--- src/shared/mrb_consts.svh ---
// Constants of the receive buffer and host serial port.
`ifndef MRB_CONSTS_SVH
`define MRB_CONSTS_SVH
`define MRB_CMD_READ    8'h01
`define MRB_CMD_FLUSH   8'h03
`define MRB_ZERO_BYTE   8'h00
`define MRB_MSG_MAX     4'hC
`define MRB_IDX_TARGET  4'h1
`define MRB_IDX_ZERO    4'h0
`define MRB_IDX_ONE     4'h1
`define MRB_ST_ERR_LO   0
`define MRB_ST_BUS_ACT  2
`define MRB_ST_TX_LO    3
`define MRB_ST_RX_LO    6
`define MRB_BIT_LAST    3'h7
`define MRB_BIT_ZERO    3'h0
`define MRB_BIT_ONE     3'h1
`define MRB_FIFO_W      10
`define MRB_FIFO_D      8
`define MRB_CNT_ONE     2'h1
`define MRB_LINK_KHZ    500
`define MRB_CLK_MHZ     200
`endif

--- src/shared/mrb_pkg.sv ---
// Types shared by the receive buffer and host serial port.
package mrb_pkg;
  // Position of the host link inside one chip select frame.
  typedef enum logic [1:0] {MRB_IDLE, MRB_CMD, MRB_DATA} mrb_link_t;
  // Byte lane and message buffer index types.
  typedef logic [7:0] mrb_byte_t;
  typedef logic [3:0] mrb_idx_t;
endpackage

--- src/core/mrb_fifo.sv ---
// Parameterised first-in first-out buffer with valid and ready on both sides.
`timescale 1ns/1ps
`default_nettype none
module mrb_fifo #(
  parameter int W = 8,
  parameter int D = 8
) (
  input  wire logic         clock,
  input  wire logic         rstn,
  input  wire logic         in_valid,
  input  wire logic [W-1:0] in_data,
  output logic              in_ready,
  output logic              out_valid,
  output logic [W-1:0]      out_data,
  input  wire logic         out_ready
);
  localparam int AW = $clog2(D);

  logic [W-1:0] mem [D];      // Storage words.
  logic [AW-1:0] wp_q, wp_d;  // Write pointer.
  logic [AW-1:0] rp_q, rp_d;  // Read pointer.
  logic [AW:0]   cnt_q, cnt_d; // Words held.
  logic          full_q, full_d; // Registered full, drives in_ready.
  logic          push, pop;

  // Pointers wrap by hand so that depths other than powers of two work.
  always_comb begin
    push   = in_valid && !full_q;
    pop    = out_ready && (cnt_q != '0);
    wp_d   = wp_q;
    rp_d   = rp_q;
    cnt_d  = cnt_q;
    if (push) begin
      wp_d = (wp_q == AW'(D - 1)) ? '0 : wp_q + 1'b1;
    end
    if (pop) begin
      rp_d = (rp_q == AW'(D - 1)) ? '0 : rp_q + 1'b1;
    end
    if (push && !pop) begin
      cnt_d = cnt_q + 1'b1;
    end else if (pop && !push) begin
      cnt_d = cnt_q - 1'b1;
    end
    full_d = (cnt_d == (AW + 1)'(D));
  end

  // Register state; the array needs no reset.
  always_ff @(posedge clock or negedge rstn) begin
    if (!rstn) begin
      wp_q   <= '0;
      rp_q   <= '0;
      cnt_q  <= '0;
      full_q <= 1'b0;
    end else begin
      wp_q   <= wp_d;
      rp_q   <= rp_d;
      cnt_q  <= cnt_d;
      full_q <= full_d;
    end
  end

  // Storage write.
  always_ff @(posedge clock) begin
    if (push) begin
      mem[wp_q] <= in_data;
    end
  end

  assign in_ready  = !full_q;
  assign out_valid = (cnt_q != '0);
  assign out_data  = mem[rp_q];
endmodule
`default_nettype wire

--- src/core/mrb_rx_port.sv ---
// Two-message receive buffer drained by the host over a serial link.
// Operation
// Raise message-ready output when a buffer holds message.
// Pass only error-free, filter-accepted messages to host.
// Host reads type, target, source, then data.
// Status shows empty buffer; host reads until then.
// Flush command discards current buffer at once.
// Read-out or flushed buffer is released for reuse.
// Host sees transmit, receive and bus error status.
// Status: bus active bit2, tx 5:3, rx 7:6.
// Command byte 03 flushes the current receive buffer.
// Link is mode 3, host master, 500 kHz.
// One byte exchange per frame under low select; the code exchanges two bytes per frame, status then data.
`timescale 1ns/1ps
`default_nettype none
`include "mrb_consts.svh"
module mrb_rx_port
  import mrb_pkg::*;
(
  input  wire logic       clock,
  input  wire logic       rstn,
  input  wire logic       in_valid,
  input  wire logic [7:0] in_data,
  input  wire logic       in_last,
  input  wire logic       in_err,
  output logic            in_ready,
  input  wire logic [7:0] acc_code,
  input  wire logic [7:0] acc_mask,
  input  wire logic       bus_active,
  input  wire logic [2:0] tx_state,
  input  wire logic       bus_fault,
  input  wire logic       spi_csn,
  input  wire logic       spi_sck,
  input  wire logic       spi_mosi,
  output logic            spi_miso,
  output logic            spi_miso_oe,
  output logic            msg_irq
);
  // Incoming byte stream passes the FIFO so the bus side sees back-pressure.
  logic       fo_valid;     // A byte waits at the FIFO head.
  logic [9:0] fo_word;      // Head word: err, last, data.
  logic       fo_ready;     // Writer takes the head word.
  logic       fifo_ready;   // FIFO has room.

  mrb_fifo #(
    .W (`MRB_FIFO_W),
    .D (`MRB_FIFO_D)
  ) u_fifo (
    .clock     (clock),
    .rstn      (rstn),
    .in_valid  (in_valid),
    .in_data   ({in_err, in_last, in_data}),
    .in_ready  (fifo_ready),
    .out_valid (fo_valid),
    .out_data  (fo_word),
    .out_ready (fo_ready)
  );
  assign in_ready = fifo_ready;

  // Message store: two buffers, each one whole bus message.
  mrb_byte_t mem [2][`MRB_MSG_MAX];
  logic [1:0] full_q, full_d;   // Buffer holds a complete message.
  mrb_idx_t   len_q [2];        // Bytes in each complete message.
  mrb_idx_t   len_d [2];
  logic       wsel_q, wsel_d;   // Buffer being filled.
  mrb_idx_t   wptr_q, wptr_d;   // Fill position.
  logic       pass_q, pass_d;   // Target byte met the acceptance filter.
  logic       ovf_q, ovf_d;     // Message ran past the buffer size.
  logic       rsel_q, rsel_d;   // Buffer the host drains.
  mrb_idx_t   rptr_q, rptr_d;   // Drain position.
  logic       drop_q, drop_d;   // Sticky: a message was dropped.
  logic       wr_en;            // Store the head byte this cycle.

  // Pin synchronisers; only the second stage is looked at.
  logic cs_s1_q, cs_s2_q, sck_s1_q, sck_s2_q, mo_s1_q, mo_s2_q;
  logic sck_old_q;              // Previous synced clock level.
  logic cs_old_q;               // Previous synced select level.

  // Link state.
  mrb_link_t  link_q, link_d;   // Frame phase.
  logic [2:0] bit_q, bit_d;     // Bits taken in this byte.
  logic [7:0] rxsr_q, rxsr_d;   // Command shift register.
  logic [15:0] txsr_q, txsr_d;  // Status then data to the host.
  logic       miso_q, miso_d;   // Output bit.
  logic       oe_q, oe_d;       // Output enable while selected.
  logic       irq_q, irq_d;     // Message-ready output.
  logic       bflt_q, bflt_d;   // Sticky bus fault.

  logic       rise, fall, sel_start, sel_end;
  logic [7:0] cmd;              // Command as complete at the 8th bit.
  logic       do_read, do_flush;
  logic [7:0] status;

  // Filter test: mask bits set to one must match the code.
  function automatic logic accept(input logic [7:0] b, input logic [7:0] c,
                                  input logic [7:0] m);
    return ((b ^ c) & m) == `MRB_ZERO_BYTE;
  endfunction

  // Edge and command decoding on synced pins.
  always_comb begin
    rise      = sck_s2_q && !sck_old_q && !cs_s2_q;
    fall      = !sck_s2_q && sck_old_q && !cs_s2_q;
    sel_start = !cs_s2_q && cs_old_q;
    sel_end   = cs_s2_q && !cs_old_q;
    cmd       = {rxsr_q[6:0], mo_s2_q};
    do_read   = rise && (link_q == MRB_CMD) && (bit_q == `MRB_BIT_LAST)
                && (cmd == `MRB_CMD_READ);
    // Flush command decode.
    do_flush  = rise && (link_q == MRB_CMD) && (bit_q == `MRB_BIT_LAST)
                && (cmd == `MRB_CMD_FLUSH);
    // Status byte layout.
    status = `MRB_ZERO_BYTE;
    status[`MRB_ST_RX_LO +: 2]  = {1'b0, full_q[0]} + {1'b0, full_q[1]};
    status[`MRB_ST_TX_LO +: 3]  = tx_state;
    status[`MRB_ST_BUS_ACT]     = bus_active;
    // Error flags to the host.
    status[`MRB_ST_ERR_LO +: 2] = {bflt_q, drop_q};
  end

  // Writer and buffer bookkeeping.
  always_comb begin
    full_d = full_q;
    len_d  = len_q;
    wsel_d = wsel_q;
    wptr_d = wptr_q;
    pass_d = pass_q;
    ovf_d  = ovf_q;
    rsel_d = rsel_q;
    rptr_d = rptr_q;
    drop_d = drop_q;
    // Stall while the target buffer still holds an unread message.
    fo_ready = fo_valid && !full_q[wsel_q];
    wr_en    = fo_ready && (wptr_q < `MRB_MSG_MAX);
    if (fo_ready) begin
      if (wptr_q == `MRB_IDX_TARGET) begin
        pass_d = accept(fo_word[7:0], acc_code, acc_mask);
      end
      if (wptr_q == `MRB_MSG_MAX) begin
        ovf_d = 1'b1;
      end else begin
        wptr_d = wptr_q + `MRB_IDX_ONE;
      end
      if (fo_word[8]) begin
        wptr_d = `MRB_IDX_ZERO;
        pass_d = 1'b0;
        ovf_d  = 1'b0;
        // Keep only clean, accepted messages of full header length.
        // The overflow test uses the registered flag and the fill position,
        // since the next-value flag was cleared just above for the next one.
        if (!fo_word[9] && !ovf_q && (wptr_q < `MRB_MSG_MAX)
            && (wptr_q > `MRB_IDX_TARGET) && pass_q) begin
          full_d[wsel_q] = 1'b1;
          len_d[wsel_q]  = wptr_q + `MRB_IDX_ONE;
          wsel_d         = !wsel_q;
        end else begin
          drop_d = 1'b1;
        end
      end
    end
    // Bytes leave strictly in arrival order.
    if (do_read && full_q[rsel_q]) begin
      rptr_d = rptr_q + `MRB_IDX_ONE;
      // Last byte read frees the buffer.
      if (rptr_d == len_q[rsel_q]) begin
        full_d[rsel_q] = 1'b0;
        rptr_d         = `MRB_IDX_ZERO;
        rsel_d         = !rsel_q;
      end
    end
    // Flush drops the rest of the current buffer.
    if (do_flush && full_q[rsel_q]) begin
      // Flushed buffer is freed.
      full_d[rsel_q] = 1'b0;
      rptr_d         = `MRB_IDX_ZERO;
      rsel_d         = !rsel_q;
    end
    // Status read clears the sticky drop flag; a new drop wins.
    if (sel_start && !(fo_ready && fo_word[8] && !full_d[wsel_q])) begin
      drop_d = 1'b0;
    end
  end

  // Register the buffer bookkeeping.
  always_ff @(posedge clock or negedge rstn) begin
    if (!rstn) begin
      full_q   <= 2'h0;
      len_q[0] <= `MRB_IDX_ZERO;
      len_q[1] <= `MRB_IDX_ZERO;
      wsel_q   <= 1'b0;
      wptr_q   <= `MRB_IDX_ZERO;
      pass_q   <= 1'b0;
      ovf_q    <= 1'b0;
      rsel_q   <= 1'b0;
      rptr_q   <= `MRB_IDX_ZERO;
      drop_q   <= 1'b0;
    end else begin
      full_q   <= full_d;
      len_q    <= len_d;
      wsel_q   <= wsel_d;
      wptr_q   <= wptr_d;
      pass_q   <= pass_d;
      ovf_q    <= ovf_d;
      rsel_q   <= rsel_d;
      rptr_q   <= rptr_d;
      drop_q   <= drop_d;
    end
  end

  // Message store write; contents need no reset.
  always_ff @(posedge clock) begin
    if (wr_en) begin
      mem[wsel_q][wptr_q] <= fo_word[7:0];
    end
  end

  // Two-stage synchronisers for the host pins.
  always_ff @(posedge clock or negedge rstn) begin
    if (!rstn) begin
      cs_s1_q   <= 1'b1;
      cs_s2_q   <= 1'b1;
      sck_s1_q  <= 1'b1;
      sck_s2_q  <= 1'b1;
      mo_s1_q   <= 1'b0;
      mo_s2_q   <= 1'b0;
      sck_old_q <= 1'b1;
      cs_old_q  <= 1'b1;
    end else begin
      cs_s1_q   <= spi_csn;
      cs_s2_q   <= cs_s1_q;
      sck_s1_q  <= spi_sck;
      sck_s2_q  <= sck_s1_q;
      mo_s1_q   <= spi_mosi;
      mo_s2_q   <= mo_s1_q;
      sck_old_q <= sck_s2_q;
      cs_old_q  <= cs_s2_q;
    end
  end

  // Link frame logic; clock idles high, shift out on fall, sample on rise.
  always_comb begin
    link_d = link_q;
    bit_d  = bit_q;
    rxsr_d = rxsr_q;
    txsr_d = txsr_q;
    miso_d = miso_q;
    oe_d   = !cs_s2_q;
    bflt_d = bflt_q || bus_fault;
    // Frame opens on select low and loads the status byte.
    if (sel_start) begin
      link_d = MRB_CMD;
      bit_d  = `MRB_BIT_ZERO;
      txsr_d = {status, `MRB_ZERO_BYTE};
      bflt_d = bus_fault;
    end else if (sel_end) begin
      link_d = MRB_IDLE;
    end
    // Mode 3 leading edge drives the next bit.
    if (fall && (link_q != MRB_IDLE)) begin
      miso_d = txsr_q[15];
      txsr_d = {txsr_q[14:0], 1'b0};
    end
    // Trailing edge samples the host bit.
    if (rise && (link_q != MRB_IDLE)) begin
      rxsr_d = cmd;
      bit_d  = bit_q + `MRB_BIT_ONE;
      if (bit_q == `MRB_BIT_LAST) begin
        link_d = (link_q == MRB_CMD) ? MRB_DATA : MRB_IDLE;
        // Reply byte is data on a read command, or zero when the buffer is empty or the command is not a read.
        txsr_d[15:8] = (do_read && full_q[rsel_q]) ? mem[rsel_q][rptr_q]
                                                   : `MRB_ZERO_BYTE;
      end
    end
    // Ready output follows any held message.
    irq_d = |full_d;
  end

  // Register the link state and outputs.
  always_ff @(posedge clock or negedge rstn) begin
    if (!rstn) begin
      link_q <= MRB_IDLE;
      bit_q  <= `MRB_BIT_ZERO;
      rxsr_q <= `MRB_ZERO_BYTE;
      txsr_q <= 16'h0000;
      miso_q <= 1'b0;
      oe_q   <= 1'b0;
      irq_q  <= 1'b0;
      bflt_q <= 1'b0;
    end else begin
      link_q <= link_d;
      bit_q  <= bit_d;
      rxsr_q <= rxsr_d;
      txsr_q <= txsr_d;
      miso_q <= miso_d;
      oe_q   <= oe_d;
      irq_q  <= irq_d;
      bflt_q <= bflt_d;
    end
  end

  assign spi_miso    = miso_q;
  assign spi_miso_oe = oe_q;
  assign msg_irq     = irq_q;
endmodule
`default_nettype wire

--- config.mk ---
export PLATFORM = sky130hd
export DESIGN_NAME = mrb_rx_port
export DESIGN_NICKNAME = d
export VERILOG_FILES = /design/src/shared/mrb_pkg.sv /design/src/core/mrb_fifo.sv /design/src/core/mrb_rx_port.sv
export VERILOG_INCLUDE_DIRS = /design/src /design/src/shared
export SDC_FILE = /design/constraint.sdc
export NUM_CORES = 1
export LEC_CHECK = 0
export BUFFER_PORTS_ARGS = -buffer_cell sky130_fd_sc_hd__buf_4
export CELL_PAD_IN_SITES_DETAIL_PLACEMENT = 0
export CELL_PAD_IN_SITES_GLOBAL_PLACEMENT = 2
export CORE_MARGIN = 2
export CORE_UTILIZATION = 51
export DETAILED_ROUTE_END_ITERATION = 8
export PLACE_DENSITY_LB_ADDON = 0.1
export SYNTH_ARGS = -nofsm -noshare
export SYNTH_HDL_FRONTEND = slang
export SYNTH_SLANG_ARGS = --single-unit
--- constraint.sdc ---
create_clock -name clock -period 4.4 [get_ports clock]
set_clock_uncertainty 0.05 [all_clocks]
set_input_delay 0 -clock clock [delete_from_list [all_inputs] [get_ports clock]]
set_output_delay 0 -clock clock [all_outputs]
set_load 0.01 [all_outputs]
==> impl_results.md, run 1 <==
* Number of synthesized flops with an enable pin at 272
* Non-Filler Instances at around 1.2k
* Ratio of cells with drive above 1 in the final layout at 23.8%
* Reg-to-reg setup timing slack at 0.58 ns
* Sequential area share after synthesis at 71.1%
* Synthesized instance count at 784
* Die width at around 170 um
* Worst-path clk slew at 0.06 ns
* CP Capture Type: flop
* Top cells by area, synth: edfxtp_1, dfrtp_1, mux4_2
* Core ar. at 26800 um^2
* Die H at 169 um
* Synth Area in Simple Gates at 5.02%
* Mux cell area share after synthesis at 14.9%
* DP Wirelength at approximately 18000 um
* CTS tree: yes
* Post-CTS Setup Bufs at 0
* I/O pin count at 41
* Period utilization at around 87%
* Final setup TNS at 0 ns
* Final WL at 29000 um
* Final Util at 59.4%
* Yosys warns at 0
* Clk Latency, worst-skew pair at 0.54 ns
* Synth area leader: edfxtp_1
* Status: finished clean
* Vias at ~7.3k
* Ant diodes at 0
* Drt wl/cell at around 23 um
* Crit path capture: pass_q
* DRC at 0
* Setup crit start: u_fifo.rp_q[0]
* Post-synthesis adder-cell area fraction at between 1 and 1.5%
* Dpl cells at 1148
* Gr usage total at 21.1%
* Max Transition Viols Final at 0
* Max Fclk at between 200 and 300 MHz
* Initial antenna violation count at 0
* XOR/XNOR Fraction of Synth Area at 1.37%
* Reg2Reg Depth at 7
* Final Hold Vio Count at 0
* Final GP Congestion at 0.798
* Iteration-0 DRC Markers at 644
* Clock Sink Count at 338
* Count leader, synth: edfxtp_1
* GRT overflow at 0
* Crit Reg-Reg Endpoint: pass_q
* Routed Antenna Nets at 0
* Crit path kind: flop to flop
* DR pass1 iterations at 5
* Synthesis-stage register bit count at 338
* Row Count at 60
* Worst VDD drop at 0.453 mV
* Max-cap viol count at 0
* Largest family of logic cells by synthesized area: multiplexers
* Post-Syn Nets at 835
* FF-to-FF Start: u_fifo.rp_q[0]
* Compound-Gate Fraction of Synth Area at between 4 and 5%
* WP data required at 4.75 ns
* First-pass GRT wire length at around 45000 um
* Primary FF master, synth: edfxtp_1
* DIE AREA at ~28000 um^2
* Placement Cell Area at 14500 um^2
* Design Area, Final at roughly 16000 um^2
* Deepest clock path buffer count at 3
* Area fraction of the dominant cell type after synthesis at between 50% and 60%
* Ys async rst share at roughly a fifth
* Static Leakage at 5.58 nW
* Slew margin rel. at about 13%
* Nets@finish at 920
* RSZ-0062 raised after global routing: false
* Synth cell types at between 60 and 70
* Worst-margin pin slew at 1.31 ns
* Mean Syn Cell Area at 17.6 um^2
* Filler Cell Count at 1963
* HP Class: input pin to asynchronous set/reset pin
* Crit-path max FO at 25
* Mapped cell area at 13800 um^2
* Synth cell count leaders: edfxtp_1, mux4_2, dfrtp_1
* TritonCTS Buffers at 37
* Port bufs at 40
* Tightest hold margin at about 0.07 ns
* Final Critical Period at 3.82 ns
* Vias in the first global route at between 7k and 8k
* Via density at about 5.9
* Initial core utilization at 51.6%
* Layout area overhead at 15.3%
* Power Density at slightly above 600 nW/um^2
* Setup crit start kind: flop
* CP arrival at 4.18 ns
* Endpoints failing setup at 0
* Htree depth at 2
* Root buf cell: clkbuf_16
* Largest net degree at the start of global routing at between 60 and 70
[worst min-delay path by stage]
| stage | startpoint | to | depth (start not counted) |
|---|---|---|---|
| detailed placement | spi_mosi | mo_s1_q | 1 |
| floorplan | rstn | bflt_q | 0 |
| finish | rstn | txsr_q[15] | 2 |
| global placement | spi_mosi | mo_s1_q | 1 |
| CTS | spi_mosi | mo_s1_q | 2 |
| global route | spi_mosi | mo_s1_q | 2 |
[metal layers]
| layer | vias up | share of wire (%) | track usage [%] |
|---|---|---|---|
| met2 | 211 | 48 | 34.2 |
| met1 | 3739 | 43 | 29.9 |
| li1 | 3257 | - | - |
| met4 | 0 | 2.4 | 6.33 |
| met3 | 50 | 5.9 | 3.30 |
| met5 | - | 0 | 0 |
[area by class of cell]
| type | count | area [um^2] | share of cell area (%) |
|---|---|---|---|
| clock buffers | 48 | 1010 | 6.32 |
| clock inverters | 20 | 154 | 0.966 |
| inverters | 17 | 63.8 | 0.401 |
| multi-input cells | 397 | 3800 | 23.9 |
| flip-flops and latches | 338 | 9830 | 61.7 |
| well taps | 341 | 427 | 2.68 |
| repair buffers | 78 | 643 | 4.04 |
[cell families after synthesis]
group                      Yosys count
AOI/OAI and AO/OA                   89
muxes                              123
xor gates and xnor gates            20
DFF                                338
buffers and inverters               49
and+or+nand+nor                    151
adders and majority gates           14
[worst max-delay path: stages (launching register included)]
cell and delay [ns]:
dfrtp_2 0.77, mux4_2 0.57, mux2_2 0.48, xor2_1 0.39
a221oi_2 0.12, dlygate4sd3_1 0.57, a31o_1 0.18, dlygate4sd3_1 0.55
[through the flow]
stage | setup WS (ns) | power (W)
floorplan | 1.83 | 0.00610
global placement | 1.23 | 0.00687
detailed placement | 1.18 | 0.00697
CTS | 0.625 | 0.00994
global route | 0.396 | 0.0103
finish | 0.577 | 0.00985
[power breakdown]
| group | internal [W] | total [W] | leakage [nW] | switching, W |
|---|---|---|---|---|
| logic | 0.000795 | 0.00221 | 1.72 | 0.00142 |
| clock network | 0.00169 | 0.00294 | 0.568 | 0.00125 |
| registers | 0.00440 | 0.00470 | 3.29 | 0.000301 |
[registers in the layout (all words and copies together), names as in the netlist, 4 cells and up]
| signal | flops |
|---|---|
| rptr_q | 4 |
| rxsr_q | 7 |
| txsr_q | 8 |
| u_fifo.cnt_q | 4 |
| u_fifo.mem | 80 |
| wptr_q | 4 |
| len_q | 8 |
| mem | 192 |
[cells in the final DEF (no fill, tap or decap), types with 5 or more instances in the layout]
| cell | count |
|---|---|
| edfxtp_1 | 272 |
| mux4_2 | 62 |
| nand2_1 | 58 |
| dfrtp_1 | 57 |
| buf_4 | 55 |
| nor2_1 | 41 |
| clkbuf_16 | 37 |
| mux2i_1 | 30 |
| dlygate4sd3_1 | 23 |
| a21oi_1 | 21 |
| inv_1 | 17 |
| mux2_1 | 15 |
| mux2_2 | 15 |
| ha_1 | 14 |
| a22oi_1 | 13 |
| xnor2_1 | 11 |
| o22ai_1 | 11 |
| nand3_1 | 8 |
| nor3_1 | 8 |
| xor2_1 | 8 |
| clkinv_2 | 8 |
| o21ai_0 | 7 |
| clkbuf_1 | 7 |
| a221oi_2 | 6 |
| dfstp_2 | 6 |
| nand2b_1 | 5 |
| nand3b_1 | 5 |
| a21o_1 | 5 |
[timing repair]
action	4_1_cts	5_1_grt
hold endpoints to repair	151	0
hold buffers	23	0
resized for setup	0	0
Note: power is estimated with default switching activity, not from simulation.
==> run 2, diff against run 1 <==
ABC_AREA = 1   (was unset)
CORE_UTILIZATION = 45   (was 51)
==> impl_results.md, run 2 <==
* Status: finished clean
* Port bufs at 40 (unchanged)
* Crit path capture: pass_q
* Ratio of cells with drive above 1 in the final layout at 9.36% (-14 points)
* Via density at 5.05 (-14%)
* Total Power at 0.0102 W (+3.8%)
* Max FFs per register at 192 (unchanged)
* Largest reg by FF count: mem
* Slew margin rel. at 31.2% (+19 points)
* DP Wirelength at 21900 um (+19%)
* Routed Antenna Nets at 0 (unchanged)
* Sequential area share after synthesis at 67.0% (-4.1 points)
* Vias in the first global route at 9399 (+26%)
* Post-CTS Setup Bufs at 0 (unchanged)
* Synthesis-stage register bit count at 338 (unchanged)
* Synth area leader: edfxtp_1
* Critical Path Stages at 13 (+6)
* Primary FF master, synth: edfxtp_1
* Synth cell count leaders: nand2_1, edfxtp_1, nand3_1
* Area fraction of the dominant cell type after synthesis at 55.7% (-3.4 points)
* Drt wl/cell at 18.4 um (-21%)
* Max Transition Viols Final at 0 (unchanged)
* Cell breakdown of the critical path: inv_2 > nand3_1 > nand3_1 > nand2_1 > nand2_1 > nand3_1 > dlygate4sd3_1 > nand2_1 > dlygate4sd3_1 > nor2_1 > dlygate4sd3_1 > nand3_1 > nand2_1
* Reg-to-reg setup timing slack at 0.47 ns (-0.10 ns)
* Iteration-0 DRC Markers at 657 (+2.0%)
* Endpoints failing setup at 0 (unchanged)
* I/O pin count at 41 (unchanged)
* CTS tree: yes
* Yosys warns at 0 (unchanged)
* Gr usage total at 21.3% (+0.20 points)
* Final Hold Vio Count at 0 (unchanged)
* TritonCTS Buffers at 38 (+2.7%)
* DR pass1 iterations at 5 (unchanged)
* Ys async rst share at 19.5% (unchanged)
* Final setup TNS at 0 ns (unchanged)
* Root buf cell: clkbuf_16
* HP Class: input pin to asynchronous set/reset pin
* WP data required at 4.81 ns (+0.06 ns)
* Period utilization at 89.2% (+2.3 points)
* Final WL at 35200 um (+22%)
* Setup crit start kind: flop
* Synthesized instance count at 1382 (+76%)
* Nets@finish at 1498 (+63%)
* Final Critical Period at 3.93 ns (+0.103 ns)
* Dpl cells at 1819 (+58%)
* Final GP Congestion at 0.753 (-5.6%)
* Deepest clock path buffer count at 3 (unchanged)
* Worst-path clk slew at 0.06 ns (about the same)
* Count leader, synth: nand2_1
* Critical Path Max Stage Delay at 0.94 ns (+0.17 ns)
* DRC at 0 (unchanged)
* Tightest hold margin at 0.0664 ns (-0.00262 ns)
* Worst path bufs/invs at 4 (+2)
* CP arrival at 4.33 ns (+0.15 ns)
* Max-cap viol count at 0 (unchanged)
* GRT overflow at 0 (unchanged)
* Synth cell types at 42 (-31%)
* CP max-delay cell: dfrtp_1
* Setup crit start: u_fifo.rp_q[1]
* Max Fclk at 255 MHz (-2.6%)
* Cell family with most CP delay: buffers and inverters
* Clk Latency, worst-skew pair at 0.53 ns (about the same)
* DIE AREA at 34000 um^2 (+20%)
* Clock Sink Count at 338 (unchanged)
* Power Density at 608 nW/um^2 (-1.7%)
* Htree depth at 2 (unchanged)
* Crit path kind: flop to flop
* Worst VDD drop at 0.348 mV (-23%)
* Largest net degree at the start of global routing at 67 (unchanged)
* Number of synthesized flops with an enable pin at 272 (unchanged)
* Ant diodes at 0 (unchanged)
* Initial antenna violation count at 0 (unchanged)
* Static Leakage at 6.71 nW (+20%)
* Placement Cell Area at 15300 um^2 (+5.4%)
* Die width at 185 um (+9.4%)
* First-pass GRT wire length at 54400 um (+22%)
* Initial core utilization at 45.4% (-6.2 points)
* FF-to-FF Start: u_fifo.rp_q[1]
* Top flop regs: mem x192, u_fifo.mem x80
* Vias at 9670 (+33%)
* Worst-margin pin slew at 1.03 ns (-0.276 ns)
* CP Capture Type: flop
* Post-Syn Nets at 1433 (+72%)
* RSZ-0062 raised after global routing: false
* Die H at 185 um (+9.4%)
* Row Count at 66 (+10%)
* Crit-path max FO at 23 (-8.0%)
* Commonest non-fill, non-tap cell in the layout: nand2_1
* Reg2Reg Depth at 13 (+6)
* Mapped cell area at 14700 um^2 (+6.1%)
* Non-Filler Instances at 1916 (+55%)
* Top cells by area, synth: edfxtp_1, dfrtp_1, nand2_1
* Mean Syn Cell Area at 10.6 um^2 (-40%)
* Layout area overhead at 14.8%
* Design Area, Final at 16800 um^2 (+5.6%)
* Crit Reg-Reg Endpoint: pass_q
* Most frequent cells in the layout: nand2_1, edfxtp_1, nand3_1, nor2_1, inv_1
* Core ar. at 32300 um^2 (+20%)
==> run 2: cell count changes in the layout (fill, tap and decap cells not counted), moves of 15 or more <==
| cell | change |
|---|---|
| mux2_1 | -15 |
| o21ai_0 | +53 |
| nand3_1 | +185 |
| a21oi_1 | +16 |
| inv_1 | +106 |
| mux4_2 | -62 |
| mux2_2 | -15 |
| nand2_1 | +278 |
| mux2i_1 | -29 |
| nor2_1 | +84 |
==> run 2: worst reg2reg max path, delay by kind of cell, from the launching register on <==
kind	cells	cell delay, ns
buffers and inverters	4	2.06
DFF	1	0.94
and+or+nand+nor	9	0.81
==> run 2: timing repair <==
item | CTS | global route
gates resized for setup | 0 | 0
hold endpoints to repair | 152 | 0
hold buffers | 30 | 0
setup endpoints to repair | 0 | 0
==> run 2: layout make-up <==
class / count / area, um^2
Clock buffer: 48 / 998
Multi-Input combinational cell: 851 / 4000
Inverter: 131 / 492
Clock inverter: 19 / 214
Timing Repair Buffer: 87 / 741
Sequential cell: 338 / 9830
Fill cell: 2879 / 15500
Tap cell: 442 / 553
==> run 2: worst min-delay path by stage <==
| stage | from | endpoint | slack, ns |
|---|---|---|---|
| 4_1_cts | spi_csn | cs_s1_q | 0.06 |
| 6_report | rstn | txsr_q[10] | 0.07 |
| 2_1_floorplan | rstn | bflt_q | -0.35 |
| 3_3_place_gp | spi_sck | sck_s1_q | 0.06 |
| 3_5_place_dp | spi_csn | cs_s1_q | 0.06 |
| 5_1_grt | spi_sck | sck_s1_q | 0.07 |
==> run 2: stage by stage <==
stage          setup WS (ns)  util (%)
2_1_floorplan           2.27         -
3_3_place_gp            1.53      47.4
3_5_place_dp            1.54      47.4
4_1_cts                0.386      52.1
5_1_grt                0.155      52.1
6_report               0.475      52.1
==> run 2: cells by family (layout without fill, tap and decap cells) <==
| logic type | after synthesis | in the layout | share of synthesized area [%] |
|---|---|---|---|
| AND/OR/NAND/NOR | 680 | 680 | 19.8 |
| flip-flops | 338 | 338 | 67.0 |
| buffers and inverters | 193 | 285 | 5.72 |
| AO/OA/AOI/OAI | 146 | 146 | 5.56 |
| adder cells (fa/ha/maj) | 14 | 14 | 1.19 |
| XOR/XNOR | 10 | 10 | 0.597 |
| multiplexers | 1 | 1 | 0.0683 |
==> run 2: power breakdown <==
part	total [W]	internal (W)	switching, W
logic	0.00252	0.000622	0.00190
registers	0.00462	0.00442	0.000202
clock network	0.00309	0.00185	0.00125
==> run 2: routing by layer <==
metal,track usage [%],vias to the layer above,share of wire (%)
met2,35.8,185,48
met3,2.77,57,4.0
met4,5.95,0,2.3
met1,29.1,4603,46
li1,-,4825,-
met5,0,-,0
==> run 3, diff against run 2 <==
BUFFER_PORTS_ARGS = unset   (was -buffer_cell sky130_fd_sc_hd__buf_4)
CORE_ASPECT_RATIO = 1.75   (was unset)
CORE_UTILIZATION = 46   (was 45)
DONT_BUFFER_PORTS = 1   (was unset)
==> impl_results.md, run 3 (same netlist as run 2, synthesis figures left out) <==
* Non-Filler Instances at 1826 (-4.7%)
* Ant diodes at 0 (unchanged)
* Reg2Reg Depth at 15 (+2)
* Row Count at 86 (+30%)
* Static Leakage at 6.46 nW (-3.7%)
* HP Class: input pin to asynchronous set/reset pin
* Place WS at 1.69 ns (+0.145 ns)
* Max FFs per register at 192 (unchanged)
* Final setup TNS at 0 ns (unchanged)
* Filler Cell Count at 2900 (+0.73%)
* Largest reg by FF count: mem
* GRT overflow at 0 (unchanged)
* DP Wirelength at 23900 um (+8.9%)
* First-pass GRT wire length at 55300 um (+1.6%)
* Root buf cell: clkbuf_16
* Max Fclk at 247 MHz (-3.0%)
* Dpl cells at 1739 (-4.4%)
* Layout area overhead at 11.6%
* Max Transition Viols Final at 0 (unchanged)
* Htree depth at 1 (-1)
* Nets@finish at 1457 (-2.7%)
* Initial core utilization at 46.7% (+1.3 points)
* Reg-to-reg setup timing slack at 0.35 ns (-0.12 ns)
* FF-to-FF Start: u_fifo.rp_q[0]
* Final WS setup at 0.353 ns (-0.122 ns)
* Final GP Congestion at 0.777 (+3.1%)
* Final Hold Vio Count at 0 (unchanged)
* Power Density at 612 nW/um^2 (+0.74%)
* TritonCTS Buffers at 31 (-18%)
* DIE AREA at 33400 um^2 (-2.0%)
* Area of the multi-input gates at 4000 um^2 (unchanged)
* Port bufs at 0 (-100%)
* Gr usage total at 21.9% (+0.67 points)
* DR pass1 iterations at 7 (+2)
* DRC at 0 (unchanged)
* CP Capture Type: flop
* Max-cap viol count at 0 (unchanged)
* Status: finished clean
* Iteration-0 DRC Markers at 462 (-30%)
* Routed Antenna Nets at 0 (unchanged)
* RSZ-0062 raised after global routing: false
* Core ar. at 31400 um^2 (-2.7%)
* Commonest non-fill, non-tap cell in the layout: nand2_1
* Most frequent cells in the layout: nand2_1, edfxtp_1, nand3_1, nor2_1, inv_1
* Largest net degree at the start of global routing at 76 (+13%)
* Die width at 139 um (-25%)
* Crit-path max FO at 41 (+78%)
* Vias in the first global route at 9524 (+1.3%)
* Top flop regs: mem x192, u_fifo.mem x80
* Crit Reg-Reg Endpoint: pass_q
* Period utilization at 92.0% (+2.8 points)
* Register area at 9830 um^2 (unchanged)
* Worst-margin pin slew at 0.964 ns (-0.0664 ns)
* I/O pin count at 41 (unchanged)
* Worst VDD drop at 0.497 mV (+43%)
* Post_cts resized at 0 (unchanged)
* Clk Latency, worst-skew pair at 0.57 ns (+0.04 ns)
* Final Critical Period at 4.05 ns (+0.122 ns)
* Die H at 240 um (+30%)
* Tightest hold margin at 0.0251 ns (-0.0412 ns)
* Worst-path clk slew at 0.06 ns (about the same)
* Slew margin rel. at 35.7% (+4.4 points)
* CTS tree: yes
* Initial antenna violation count at 0 (unchanged)
* WP data required at 4.86 ns (+0.05 ns)
* Via density at 5.22 (+3.4%)
* Clock Sink Count at 338 (unchanged)
* CP arrival at 4.51 ns (+0.18 ns)
* Vias at 9528 (-1.5%)
* Endpoints failing setup at 0 (unchanged)
* Final WL at 36600 um (+4.0%)
* Crit path kind: flop to flop
* Deepest clock path buffer count at 3 (unchanged)
* Setup crit start kind: flop
* Ratio of cells with drive above 1 in the final layout at 7.20% (-2.2 points)
* Drt wl/cell at 20.1 um (+9.1%)
* Total Power at 0.0100 W (-2.0%)
run 3: repair_timing:
action / 4_1_cts / 5_1_grt
endpoints found under the hold margin: 159 / 0
endpoints found under the setup margin: 0 / 0
hold buffers: 30 / 0
buffers inserted: 0 / 0
run 3: worst max-delay path by stage:
stage | start | endpoint | slack, ns | cells after the start
finish | u_fifo.rp_q[0] | pass_q | 0.35 | 15
detailed placement | rsel_q | txsr_q[15] | 1.69 | 10
global route | u_fifo.rp_q[0] | pass_q | 0.06 | 15
global placement | rsel_q | txsr_q[15] | 1.68 | 10
floorplan | u_fifo.cnt_q[0] | mem[0][32] | 2.27 | 10
CTS | u_fifo.rp_q[0] | pass_q | 0.29 | 15
run 3: through the flow:
stage	cell area, um^2	util, %
floorplan	14700	-
global placement	15000	47.7
detailed placement	15000	47.7
CTS	16400	52.1
global route	16400	52.1
finish	16400	52.1
run 3: metal layers:
layer  part of all wire (%)  vias to the layer above  global-route usage (%)
met4                    4.4                        0                    10.2
li1                       -                     4734                       -
met5                      0                        -                       0
met3                    3.9                       74                    2.67
met1                     36                     4523                    23.1
met2                     56                      197                    43.0
run 3: area by class of cell:
| cell class | instances | share of cell area, % |
|---|---|---|
| clock inverter | 26 | 1.64 |
| sequential | 338 | 60.1 |
| timing repair buffer | 53 | 3.10 |
| tap | 396 | 3.03 |
| multi-input combinational | 851 | 24.4 |
| inverter | 131 | 3.00 |
| clock buffer | 31 | 4.74 |
run 3: worst max-delay path: stages, from the launching register on:
cell and delay, ns:
dfrtp_1 0.39, inv_2 0.54, nand2_1 0.11, nand3_1 0.10, nand3_1 0.11, nand2_1 0.13, nand2_1 0.05, nand3_1 0.05
dlygate4sd3_1 0.55, nand2_1 0.05, dlygate4sd3_1 0.55, nor2_1 0.08, dlygate4sd3_1 0.55, nand3_1 0.06, dlygate4sd3_1 0.55, nand2_1 0.06
run 3: power breakdown:
part	switching (W)	internal [W]
sequential	0.000156	0.00440
combinational	0.00206	0.000635
clock	0.00119	0.00158
total	0.00341	0.00662
